### src/port_cfg_regs.vh
// Register offsets, selector codes and reset values for the port block.
// Assumes inclusion by bare name from the design files.
`ifndef PORT_CFG_REGS_VH
`define PORT_CFG_REGS_VH
`define ADDR_PORT_A       5'h05
`define ADDR_PORT_B       5'h06
`define ADDR_PORT_C       5'h07
`define SEL_COMPARATOR    8'h08
`define SEL_WAKE_PENDING  8'h09
`define SEL_WAKE_EDGE     8'h0A
`define SEL_WAKE_ENABLE   8'h0B
`define SEL_HYSTERESIS    8'h0C
`define SEL_THRESHOLD     8'h0D
`define SEL_PULLUP        8'h0E
`define SEL_DIRECTION     8'h0F
`define SELECT_RESET      8'h0F
`define CFG_RESET         8'hFF
`define PORT_IDX_A        2'h0
`define PORT_IDX_B        2'h1
`define PORT_IDX_C        2'h2
`endif

### src/mode_selected_port_config.v
// Three GPIO ports with selector-steered configuration writes.
// Assumes a CPU core on i_clk issuing one-cycle strobes.
// Function
// RL1 - Port A has four pins, B and C eight, each pin configurable.
// RL2 - Port A uses low nibble only; bit zero maps to pin zero.
// RL3 - Configuration registers reset to all ones.
// RL4 - Port data registers at consecutive data addresses A, B, C.
// RL5 - Data writes drive levels on pins configured as output.
// RL6 - Writes to input pins still load the latch for later use.
// RL7 - Data reads return sampled pin levels, not latch contents.
// RL8 - Output driven high but held low reads back low.
// RL9 - Software inserts an idle instruction between bit read-modify-writes.
// RL10 - Per-port control write moves working register to selected config.
// RL11 - Selector is not memory mapped; loaded and read by own strobes.
// RL12 - Software keeps selector between 08h and 0Fh.
// RL13 - Selector resets to 0Fh, selecting direction registers.
// RL14 - Selector value holds until written again.
// RL15 - Selector decode 08h to 0Fh as per port table.
// RL16 - Pullup bit one disconnects pullup, zero connects.
// RL17 - Direction bit one is high-impedance input, zero drives output.
// RL18 - Threshold bit zero senses CMOS, one senses TTL.
// RL19 - Hysteresis option only on ports B and C; B carries wake pins.
// RL20 - Hysteresis bit zero enables Schmitt input, one disables.
// RL21 - Wake-enable bit zero enables edge detection on pin.
// RL22 - Wake-edge bit zero rising, one falling.
// RL23 - Wake-pending bit reads one after a valid enabled edge.
// RL24 - Control write to an unused selector slot changes nothing.
`timescale 1ns/1ps
`include "port_cfg_regs.vh"
module mode_selected_port_config #(
  parameter A_W = 4,
  parameter B_W = 8,
  parameter C_W = 8
) (
  input  wire           i_clk,
  input  wire           i_rst,
  input  wire [4:0]     i_addr,
  input  wire           i_wr,
  input  wire           i_rd,
  input  wire [7:0]     i_wdata,
  output reg  [7:0]     o_rdata,
  input  wire           i_sel_wr,
  input  wire [7:0]     i_sel_wdata,
  output wire [7:0]     o_sel_rdata,
  input  wire           i_ctl_wr,
  input  wire [1:0]     i_ctl_port,
  input  wire [7:0]     i_ctl_wdata,
  output reg  [7:0]     o_ctl_rdata,
  input  wire [A_W-1:0] i_pa,
  output wire [A_W-1:0] o_pa,
  output wire [A_W-1:0] o_pa_oe_n,
  input  wire [B_W-1:0] i_pb,
  output wire [B_W-1:0] o_pb,
  output wire [B_W-1:0] o_pb_oe_n,
  input  wire [C_W-1:0] i_pc,
  output wire [C_W-1:0] o_pc,
  output wire [C_W-1:0] o_pc_oe_n,
  output wire [A_W-1:0] o_pa_ttl,
  output wire [B_W-1:0] o_pb_ttl,
  output wire [C_W-1:0] o_pc_ttl,
  output wire [A_W-1:0] o_pa_pullup_en,
  output wire [B_W-1:0] o_pb_pullup_en,
  output wire [C_W-1:0] o_pc_pullup_en,
  output wire [B_W-1:0] o_pb_schmitt_en,
  output wire [C_W-1:0] o_pc_schmitt_en,
  output wire [7:0]     o_comparator_control,
  output wire           o_wake_any
);
  reg  [7:0]     config_select_r;
  reg  [A_W-1:0] port_a_data_r;
  reg  [B_W-1:0] port_b_data_r;
  reg  [C_W-1:0] port_c_data_r;
  reg  [A_W-1:0] port_a_direction_r;
  reg  [B_W-1:0] port_b_direction_r;
  reg  [C_W-1:0] port_c_direction_r;
  reg  [A_W-1:0] port_a_threshold_r;
  reg  [B_W-1:0] port_b_threshold_r;
  reg  [C_W-1:0] port_c_threshold_r;
  reg  [A_W-1:0] port_a_pullup_off_r;
  reg  [B_W-1:0] port_b_pullup_off_r;
  reg  [C_W-1:0] port_c_pullup_off_r;
  reg  [B_W-1:0] port_b_hysteresis_off_r;
  reg  [C_W-1:0] port_c_hysteresis_off_r;
  reg  [7:0]     comparator_control_r;
  reg  [B_W-1:0] wake_edge_select_r;
  reg  [B_W-1:0] wake_enable_mask_r;
  reg  [B_W-1:0] wake_pending_flags_r;
  reg  [B_W-1:0] pb_prev_r;
  reg            pb_prev_ok_r;
  reg  [1:0]     pb_warm_r;
  wire [A_W-1:0] pa_s;
  wire [B_W-1:0] pb_s;
  wire [C_W-1:0] pc_s;
  wire [B_W-1:0] wake_hit;
  wire           ctl_a;
  wire           ctl_b;
  wire           ctl_c;
  wire           xchg_pend;

  // Pins are asynchronous, so every read path sees synchronised levels
  pin_sync #(.WIDTH(A_W)) u_sync_a (
    .i_clk   (i_clk),
    .i_rst   (i_rst),
    .i_async (i_pa),
    .o_sync  (pa_s)
  );
  pin_sync #(.WIDTH(B_W)) u_sync_b (
    .i_clk   (i_clk),
    .i_rst   (i_rst),
    .i_async (i_pb),
    .o_sync  (pb_s)
  );
  pin_sync #(.WIDTH(C_W)) u_sync_c (
    .i_clk   (i_clk),
    .i_rst   (i_rst),
    .i_async (i_pc),
    .o_sync  (pc_s)
  );

  // Zero-extend a port sample to the 8-bit data path
  function [7:0] ext8;
    input [7:0] v;
    input integer w;
    integer k;
    begin
      ext8 = 8'h00;
      for (k = 0; k < 8; k = k + 1) begin
        if (k < w)
          ext8[k] = v[k];
      end
    end
  endfunction

  assign ctl_a = i_ctl_wr && (i_ctl_port == `PORT_IDX_A);
  assign ctl_b = i_ctl_wr && (i_ctl_port == `PORT_IDX_B);
  assign ctl_c = i_ctl_wr && (i_ctl_port == `PORT_IDX_C);
  assign xchg_pend = ctl_b && (config_select_r == `SEL_WAKE_PENDING);

  // Selector register: own strobe, not on the data address map
  always @(posedge i_clk or posedge i_rst) begin
    if (i_rst)
      config_select_r <= `SELECT_RESET; // RL13
    else if (i_sel_wr)
      config_select_r <= i_sel_wdata; // RL11 RL14
  end
  assign o_sel_rdata = config_select_r; // RL11

  // Output latches load regardless of direction
  always @(posedge i_clk or posedge i_rst) begin
    if (i_rst) begin
      port_a_data_r <= {A_W{1'b0}};
      port_b_data_r <= {B_W{1'b0}};
      port_c_data_r <= {C_W{1'b0}};
    end else if (i_wr) begin
      if (i_addr == `ADDR_PORT_A)
        port_a_data_r <= i_wdata[A_W-1:0]; // RL2 RL4 RL6
      if (i_addr == `ADDR_PORT_B)
        port_b_data_r <= i_wdata[B_W-1:0]; // RL4 RL6
      if (i_addr == `ADDR_PORT_C)
        port_c_data_r <= i_wdata[C_W-1:0]; // RL4 RL6
    end
  end

  // Reads see pins, so a driven-high pin clamped low reads low
  always @(posedge i_clk or posedge i_rst) begin
    if (i_rst)
      o_rdata <= 8'h00;
    else if (i_rd) begin
      case (i_addr)
        `ADDR_PORT_A: o_rdata <= ext8({4'h0, pa_s}, A_W); // RL2 RL7 RL8
        `ADDR_PORT_B: o_rdata <= ext8(pb_s, B_W); // RL7 RL8
        `ADDR_PORT_C: o_rdata <= ext8(pc_s, C_W); // RL7 RL8
        default:      o_rdata <= 8'h00;
      endcase
    end
  end

  // Port A control writes: only threshold, pullup, direction exist
  always @(posedge i_clk or posedge i_rst) begin
    if (i_rst) begin
      port_a_direction_r  <= {A_W{1'b1}}; // RL3
      port_a_threshold_r  <= {A_W{1'b1}}; // RL3
      port_a_pullup_off_r <= {A_W{1'b1}}; // RL3
    end else if (ctl_a) begin
      case (config_select_r) // RL10 RL15
        `SEL_THRESHOLD: port_a_threshold_r  <= i_ctl_wdata[A_W-1:0];
        `SEL_PULLUP:    port_a_pullup_off_r <= i_ctl_wdata[A_W-1:0];
        `SEL_DIRECTION: port_a_direction_r  <= i_ctl_wdata[A_W-1:0];
        default:        port_a_direction_r  <= port_a_direction_r; // RL24
      endcase
    end
  end

  // Port B control writes cover every selector slot but 09h, the pending exchange below
  always @(posedge i_clk or posedge i_rst) begin
    if (i_rst) begin
      port_b_direction_r      <= {B_W{1'b1}}; // RL3
      port_b_threshold_r      <= {B_W{1'b1}};
      port_b_pullup_off_r     <= {B_W{1'b1}};
      port_b_hysteresis_off_r <= {B_W{1'b1}};
      comparator_control_r    <= `CFG_RESET;
      wake_edge_select_r      <= {B_W{1'b1}};
      wake_enable_mask_r      <= {B_W{1'b1}};
    end else if (ctl_b) begin
      case (config_select_r) // RL10 RL15
        `SEL_COMPARATOR:   comparator_control_r    <= i_ctl_wdata;
        `SEL_WAKE_EDGE:    wake_edge_select_r      <= i_ctl_wdata[B_W-1:0];
        `SEL_WAKE_ENABLE:  wake_enable_mask_r      <= i_ctl_wdata[B_W-1:0];
        `SEL_HYSTERESIS:   port_b_hysteresis_off_r <= i_ctl_wdata[B_W-1:0];
        `SEL_THRESHOLD:    port_b_threshold_r      <= i_ctl_wdata[B_W-1:0];
        `SEL_PULLUP:       port_b_pullup_off_r     <= i_ctl_wdata[B_W-1:0];
        `SEL_DIRECTION:    port_b_direction_r      <= i_ctl_wdata[B_W-1:0];
        default:           port_b_direction_r      <= port_b_direction_r; // RL24
      endcase
    end
  end

  // Port C control writes: no comparator or wake slots
  always @(posedge i_clk or posedge i_rst) begin
    if (i_rst) begin
      port_c_direction_r      <= {C_W{1'b1}}; // RL3
      port_c_threshold_r      <= {C_W{1'b1}};
      port_c_pullup_off_r     <= {C_W{1'b1}};
      port_c_hysteresis_off_r <= {C_W{1'b1}};
    end else if (ctl_c) begin
      case (config_select_r) // RL10 RL15
        `SEL_HYSTERESIS: port_c_hysteresis_off_r <= i_ctl_wdata[C_W-1:0];
        `SEL_THRESHOLD:  port_c_threshold_r      <= i_ctl_wdata[C_W-1:0];
        `SEL_PULLUP:     port_c_pullup_off_r     <= i_ctl_wdata[C_W-1:0];
        `SEL_DIRECTION:  port_c_direction_r      <= i_ctl_wdata[C_W-1:0];
        default:         port_c_direction_r      <= port_c_direction_r; // RL24
      endcase
    end
  end

  // Edge detect waits until the synchroniser holds real samples, so the
  // synchroniser's reset zeros never look like a rising edge
  assign wake_hit = (~wake_enable_mask_r) & {B_W{pb_prev_ok_r}} &
                    ((~wake_edge_select_r & ~pb_prev_r & pb_s) |
                     (wake_edge_select_r & pb_prev_r & ~pb_s)); // RL21 RL22

  // Exchange with pending flags: a new edge in the same cycle wins
  always @(posedge i_clk or posedge i_rst) begin
    if (i_rst) begin
      pb_prev_r            <= {B_W{1'b0}};
      pb_prev_ok_r         <= 1'b0;
      pb_warm_r            <= 2'h0;
      wake_pending_flags_r <= {B_W{1'b0}};
    end else begin
      pb_prev_r    <= pb_s;
      pb_warm_r    <= {pb_warm_r[0], 1'b1};
      pb_prev_ok_r <= pb_warm_r[1];
      if (xchg_pend)
        wake_pending_flags_r <= i_ctl_wdata[B_W-1:0] | wake_hit;
      else
        wake_pending_flags_r <= wake_pending_flags_r | wake_hit; // RL23
    end
  end

  // Exchange slots return the old contents
  always @(posedge i_clk or posedge i_rst) begin
    if (i_rst)
      o_ctl_rdata <= 8'h00;
    else if (ctl_b && config_select_r == `SEL_WAKE_PENDING)
      o_ctl_rdata <= ext8(wake_pending_flags_r, B_W); // RL23
    else if (ctl_b && config_select_r == `SEL_COMPARATOR)
      o_ctl_rdata <= comparator_control_r;
  end

  // Drivers: enable is low while driving
  assign o_pa      = port_a_data_r; // RL5
  assign o_pb      = port_b_data_r; // RL5
  assign o_pc      = port_c_data_r; // RL5
  assign o_pa_oe_n = port_a_direction_r; // RL17 RL1
  assign o_pb_oe_n = port_b_direction_r; // RL17
  assign o_pc_oe_n = port_c_direction_r; // RL17

  assign o_pa_ttl  = port_a_threshold_r; // RL18
  assign o_pb_ttl  = port_b_threshold_r; // RL18
  assign o_pc_ttl  = port_c_threshold_r; // RL18
  assign o_pa_pullup_en = ~port_a_pullup_off_r; // RL16
  assign o_pb_pullup_en = ~port_b_pullup_off_r; // RL16
  assign o_pc_pullup_en = ~port_c_pullup_off_r; // RL16
  // Port A has no hysteresis control at all
  assign o_pb_schmitt_en = ~port_b_hysteresis_off_r; // RL19 RL20
  assign o_pc_schmitt_en = ~port_c_hysteresis_off_r; // RL19 RL20
  // Comparator analog path lives outside; only its control byte is here
  assign o_comparator_control = comparator_control_r;
  assign o_wake_any = |wake_pending_flags_r;
endmodule // mode_selected_port_config

### src/pin_sync.v
// Two-stage synchroniser for a bus of pin levels.
// Assumes the pins are asynchronous to i_clk.
`timescale 1ns/1ps
module pin_sync #(
  parameter WIDTH = 8
) (
  input  wire             i_clk,
  input  wire             i_rst,
  input  wire [WIDTH-1:0] i_async,
  output wire [WIDTH-1:0] o_sync
);
  reg [WIDTH-1:0] meta_r;
  reg [WIDTH-1:0] sync_r;
  // First stage feeds only the second stage
  always @(posedge i_clk or posedge i_rst) begin
    if (i_rst) begin
      meta_r <= {WIDTH{1'b0}};
      sync_r <= {WIDTH{1'b0}};
    end else begin
      meta_r <= i_async;
      sync_r <= meta_r;
    end
  end
  assign o_sync = sync_r;
endmodule // pin_sync

### config.mk
export PLATFORM = sky130hd
export DESIGN_NAME = mode_selected_port_config
export DESIGN_NICKNAME = d
export VERILOG_FILES = /design/src/mode_selected_port_config.v /design/src/pin_sync.v
export VERILOG_INCLUDE_DIRS = /design/src /design/src/src
export SDC_FILE = /design/constraint.sdc
export NUM_CORES = 1
export LEC_CHECK = 0
export BUFFER_PORTS_ARGS = -buffer_cell sky130_fd_sc_hd__buf_2
export CAP_MARGIN = 20
export CORE_ASPECT_RATIO = 1.75
export CORE_MARGIN = 1
export CORE_UTILIZATION = 55
export CTS_CLUSTER_DIAMETER = 200
export DETAILED_ROUTE_END_ITERATION = 7
export PLACE_DENSITY = 0.8
export SLEW_MARGIN = 20
export SYNTH_ARGS = -nofsm -noshare
export SYNTH_HDL_FRONTEND = slang
export SYNTH_SLANG_ARGS = --single-unit
### constraint.sdc
create_clock -name i_clk -period 11.5 [get_ports i_clk]
set_input_delay 1.15 -clock i_clk [delete_from_list [all_inputs] [get_ports i_clk]]
set_output_delay 1.15 -clock i_clk [all_outputs]
set_load 0.03 [all_outputs]
### Yosys cells after proc, flatten, opt, wreduce, memory -nomap -nowiden

Index checks and enable logic that the tools add are counted.

| operators by class | value |
|---|---|
| reduce and logical (&&, ||, !) cells | 25 |
| equal/unequal tests | 13 |
| bitwise gates (word level) | 18 |
| multiplexer cells | 4 |

Operators by type and width:

| kind | count |
|---|---|
| 8-bit by 4-bit == test with 1-bit output, second input constant | 8 |
| 8-bit inverter | 8 |
| 8-bit AND | 6 |
| 2-bit AND reduction | 17 |
| 8-bit 2-to-1 mux | 3 |
| 8-bit bitwise OR | 3 |
| 8-bit one-hot mux with 3 select lines | 1 |
| 5-bit by 3-bit == test with 1-bit output, second input constant | 3 |
| 8-bit OR reduction | 1 |
| 1-bit logical AND | 5 |
| 4-bit inverter | 1 |
| 2-bit by 1-bit == test with 1-bit output, second input constant | 1 |
| 2-bit == test, second input constant | 1 |
| 2-bit logical NOT | 1 |
| 2-bit nonzero test | 1 |

| word-level totals | value |
|---|---|
| logic and storage cells | 90 |
| output and inout port bits | 129 |
| flip-flop bits (word level) | 203 |

### Longest topological paths before layout

| depth | value |
|---|---|
| depth in word-level cells | 7 |
| mapped depth | 5 |

### By module

A second synthesis with hierarchy kept.

| second synthesis, totals | value |
|---|---|
| cell total of the unflattened synthesis | 529 |
| area total of the unflattened synthesis | 8017.7 um2 |

Modules (own cells, without submodules):

| module | times used | seq. area each (um2) | cells an instance | area each (um2) |
|---|---|---|---|---|
| mode_selected_port_config | 1 | 4209.0 | 486 | 7005.5 |
| pin_sync (u_sync_b ...) | 2 | 400.4 | 17 | 404.1 |
| pin_sync (u_sync_a) | 1 | 200.2 | 9 | 203.9 |

### Worst setup path before layout

Ideal clock, no wire load.

| timing path | value |
|---|---|
| path kind | input to register |
| start | input port i_ctl_port[1] |
| end | register port_b_direction_r[0] (netlist: o_pb_oe_n[0]) |
| path buffers | 1 |
| library setup time | 0.082 ns |
| stages | 4 |
| arrival | 2.494 ns |
| slack | 8.924 ns |
| data required time | 11.418 ns |
| cell sequence | nand3b_1 buf_1 nor4_4 mux2_2 |

| on the way | value |
|---|---|
| cells in the longest elaborated chain, start to end | 3 |

RTL lines:

| element | line | RTL |
|---|---|---|
| from (decl) | mode_selected_port_config.v:46 | `input wire [1:0] i_ctl_port,` |
| 2-bit by 1-bit == test with 1-bit output (no line) | -- |  |
| 1-bit logical AND | mode_selected_port_config.v:135 | `` assign ctl_b = i_ctl_wr && (i_ctl_port == `PORT_IDX_B); `` |
| 2-bit AND reduction (no line) | -- |  |
| to (signal assigned) | mode_selected_port_config.v:197 | `port_b_direction_r <= {B_W{1'b1}};` |
| to (signal assigned) | mode_selected_port_config.v:212 | `` `SEL_DIRECTION: port_b_direction_r <= i_ctl_wdata[B_W-1:0]; `` |
| to (signal assigned) | mode_selected_port_config.v:213 | `default: port_b_direction_r <= port_b_direction_r;` |
| to (decl) | mode_selected_port_config.v:74 | `reg [B_W-1:0] port_b_direction_r;` |

Every way passes these cells.
A chain may end at the register's enable or synchronous reset.

### Worst setup path after layout

| timing path | value |
|---|---|
| start | register wake_pending_flags_r[2] |
| end | output port o_wake_any |

| on the way | value |
|---|---|
| cells in the longest elaborated chain, start to end | 1 |

RTL lines:

| element | line | RTL |
|---|---|---|
| from (decl) | mode_selected_port_config.v:87 | `reg [B_W-1:0] wake_pending_flags_r;` |
| from (signal assigned) | mode_selected_port_config.v:248 | `wake_pending_flags_r <= {B_W{1'b0}};` |
| from (signal assigned) | mode_selected_port_config.v:254 | `wake_pending_flags_r <= i_ctl_wdata[B_W-1:0] \| wake_hit;` |
| from (signal assigned) | mode_selected_port_config.v:256 | `wake_pending_flags_r <= wake_pending_flags_r \| wake_hit;` |
| 8-bit OR reduction | mode_selected_port_config.v:289 | `assign o_wake_any = \|wake_pending_flags_r;` |
| to (decl) | mode_selected_port_config.v:67 | `output wire o_wake_any` |

Every way passes these cells.

==> metrics.txt <==
worst hold path depth=0; arrival time of the worst setup path=roughly 1.7 ns; reported leakage power=0.00449 uW; Mapped Nets=595; data required time at the worst endpoint=10.35 ns; Crit Path Category=register to primary output; cts repair resizes=0; Ys Warns=0; violation count after the first detailed-routing iteration=about 230; area share of the largest cell type after synthesis=33.7%; reg-to-reg endpoint=o_pc_oe_n[5]; setup repair after global routing missed its margin=no; Placement Rows=slightly below 60; run status=complete, no violations; root buffer cell=sky130_fd_sc_hd__clkbuf_16; post-synthesis sequential area ratio=between 60% and 70%; max cap viols=0; drt drc=0; fraction of registers with async set or reset after synthesis=between 90% and 100%; GRT Util Overall=around a quarter; final weighted congestion in routability-driven placement=a little under 0.8; Post CTS Setup Buffer Count=0; cell at the slowest stage of the critical path=sky130_fd_sc_hd__dfrtp_1; post-synthesis average cell area=around 15 um^2; slack of the critical path=between 8 and 9 ns; reg2reg setup slack=between 8 and 9 ns; initial antenna violation count=3; per-cell via count in the routed design=5.52; clock sink count=around 200; post-detailed-route count of antenna-violating nets=0; io pins=roughly 190; total standard cell area after synthesis=just over 8000 um^2; dpl hpwl=12.4 mm; critical-path maximum fanout=3; fin nets=between 700 and 800; width of the die=about 94 um; startpoint type of the worst setup path=register; ordered cell list for the critical path=nor4_1 > nand2_1 > buf_2; total negative slack for setup checks=0 ns; residual overflow from global routing=0; minimum period implied by the final worst setup slack=approximately 2.8 ns; CTS H-tree lvls=1; fraction of final layout cells sized beyond drive strength 1=65.5%; worst min-delay path class=register to register; core region area=approximately 14000 um^2; Reg clk slew, reported paths=roughly 0.060 ns; total clock buffers created by CTS=19; sort of element at the end of the critical path=primary output; number of endpoints failing setup at the final stage=0; clock tree from TritonCTS=done; hold wc startpoint=u_sync_c.meta_r[1]; largest net degree at the start of global routing=between 100 and 150; power per cell area=around 170 nW/um^2; Max Fclk=approximately 360 MHz; cell count after placement=880; worst supply voltage drop on vdd=0.140 mV; wire length of the first global-routing pass=between 20 and 30 mm; worst slack, placed=between 8 and 9 ns; via count of the first global-routing pass=5271; hold path endpoint=u_sync_c.o_sync[1]; dominant cells by area after synthesis=sky130_fd_sc_hd__dfstp_2 (34%), sky130_fd_sc_hd__dfrtp_1 (31%), sky130_fd_sc_hd__mux2_2 (19%), sky130_fd_sc_hd__inv_1 (2.1%), sky130_fd_sc_hd__mux2_4 (1.5%); cell depth of the worst flop-to-flop path=3; top cell type by total area after synthesis=sky130_fd_sc_hd__dfstp_2; commonest cells after routing, fill and taps aside=sky130_fd_sc_hd__buf_2 (185), sky130_fd_sc_hd__mux2_2 (140), sky130_fd_sc_hd__dfstp_2 (104); most frequent standard cell in the layout excluding fill and tap cells=sky130_fd_sc_hd__buf_2; Worst Skew=approximately 0.01 ns; worst slack on hold paths=approximately 0.35 ns; total power of the final layout=~1600 uW; Final Non-Filler Cells=slightly above 900; slew at the pin closest to its max-slew limit=between 0.9 and 1 ns; maximum buffer depth of the clock tree=3; number of instances in the synthesized netlist=about 540; EDFF count, synth=0; final routed wirelength across all metal layers=around 17 mm; max incr delay on CP=roughly 0.42 ns; headroom to the max-slew limit=39.3%; Post-CTS Hold Buffers=0; count of filler cells inserted in the layout=1033; Avg WL per Cell=roughly 19 um; family with the most delay on the worst path=simple AND/OR/NAND/NOR gates; final hold violation count=0; number of buffer and inverter instances along the worst setup path=1; area overhead of the layout relative to synthesis=21.2%; starting density of the core=a little under three fifths; #FFs+latches synth=around 200; Yosys cell types=38; clock latency on the worst-skew pair=around 0.48 ns; number of detailed-routing iterations run before antenna repair=4; most used flip-flop cell after synthesis=sky130_fd_sc_hd__dfstp_2; origin of the critical flop-to-flop path=o_sel_rdata[4]; die height=between 150 and 200 um; number of max-slew violations in the final report=0; die area=between 15000 and 20000 um^2; I/O Buffers=around 190; Final Cycle Share=24.4%; total via count after detailed routing=between 5000 and 6000
-- cells in the mapped netlist (2+ instances only) --
cell and n:
sky130_fd_sc_hd__and3b_1 10, sky130_fd_sc_hd__dfrtp_1 99, sky130_fd_sc_hd__nor4_4 5, sky130_fd_sc_hd__nor4bb_1 2, sky130_fd_sc_hd__o22ai_1 8, sky130_fd_sc_hd__clkbuf_1 17, sky130_fd_sc_hd__or3_1 2, sky130_fd_sc_hd__mux2_4 8
sky130_fd_sc_hd__nor3b_1 11, sky130_fd_sc_hd__nand4_1 10, sky130_fd_sc_hd__o41ai_1 8, sky130_fd_sc_hd__buf_6 2, sky130_fd_sc_hd__or4_1 2, sky130_fd_sc_hd__buf_2 3, sky130_fd_sc_hd__nand2_1 3, sky130_fd_sc_hd__nand3_1 13
sky130_fd_sc_hd__nor2b_1 9, sky130_fd_sc_hd__inv_1 45, sky130_fd_sc_hd__o21ai_0 8, sky130_fd_sc_hd__a22oi_1 4, sky130_fd_sc_hd__nand3b_1 3, sky130_fd_sc_hd__nor4_1 2, sky130_fd_sc_hd__mux2_2 140, sky130_fd_sc_hd__or3b_2 3
sky130_fd_sc_hd__dfstp_2 104, sky130_fd_sc_hd__mux2i_1 4, sky130_fd_sc_hd__nor2_1 2
-- report_power, final --
part | leakage, uW | internal (uW) | switching (uW) | total [uW]
sequential | 0.00226 | 767 | 26.9 | 794
clock | 0.000310 | 387 | 259 | 646
combinational | 0.00191 | 63.3 | 123 | 186
total | 0.00449 | 1220 | 409 | 1630
-- per-layer routing --
layer	share of wire (%)	wire, um	global-route usage (%)
met5	0	0	0
met3	4.7	821	3.27
met1	36	6250	26.8
met2	56	9630	43.7
met4	3.7	640	9.58
-- kinds of logic (layout without fill, tap and decap cells) --
group | Yosys count | after routing | synth area share [%]
mux | 152 | 152 | 21.4
simple gates | 84 | 84 | 8.28
other cells | 1 | 4 | 0.0463
flops | 203 | 203 | 64.3
compound gates | 29 | 29 | 2.44
buf+inv | 69 | 264 | 3.48
-- area by class of cell --
class,instances,area (um^2),area share [%]
antenna,3,7.51,0.0765
clock buffer,24,515,5.25
clock inverter,9,130,1.33
inverter,45,176,1.80
multi-input combinational,266,2620,26.6
sequential,203,5210,53.1
tap,180,225,2.29
timing repair buffer,186,937,9.55
-- per-stage QoR --
stage,utilization [%],instance area (um^2)
after CTS,68.2,9800
after global routing,68.3,9820
final,68.3,9820
after global placement,63.7,9150
after detailed placement,63.7,9150
after floorplan,-,8100
-- worst register-to-register path, delay by kind of cell (launching register included) --
family	cells	cell delay [ns]
mux	1	0.39
flops	1	0.44
simple gates	2	1.67
-- worst max-delay path by stage --
stage          slack (ns)        endpoint               startpoint  cells past startpoint
2_1_floorplan        4.98  o_ctl_rdata[0]                    i_rst                      1
3_3_place_gp         8.28  o_ctl_rdata[5]            i_ctl_port[0]                      4
3_5_place_dp         8.13  o_ctl_rdata[5]            i_ctl_port[0]                      4
4_1_cts              8.62  o_ctl_rdata[5]            i_ctl_port[0]                      4
5_1_grt              8.63      o_wake_any  wake_pending_flags_r[2]                      3
6_report             8.70      o_wake_any  wake_pending_flags_r[2]                      3
No activity file was read; power rests on OpenSTA's default activity.
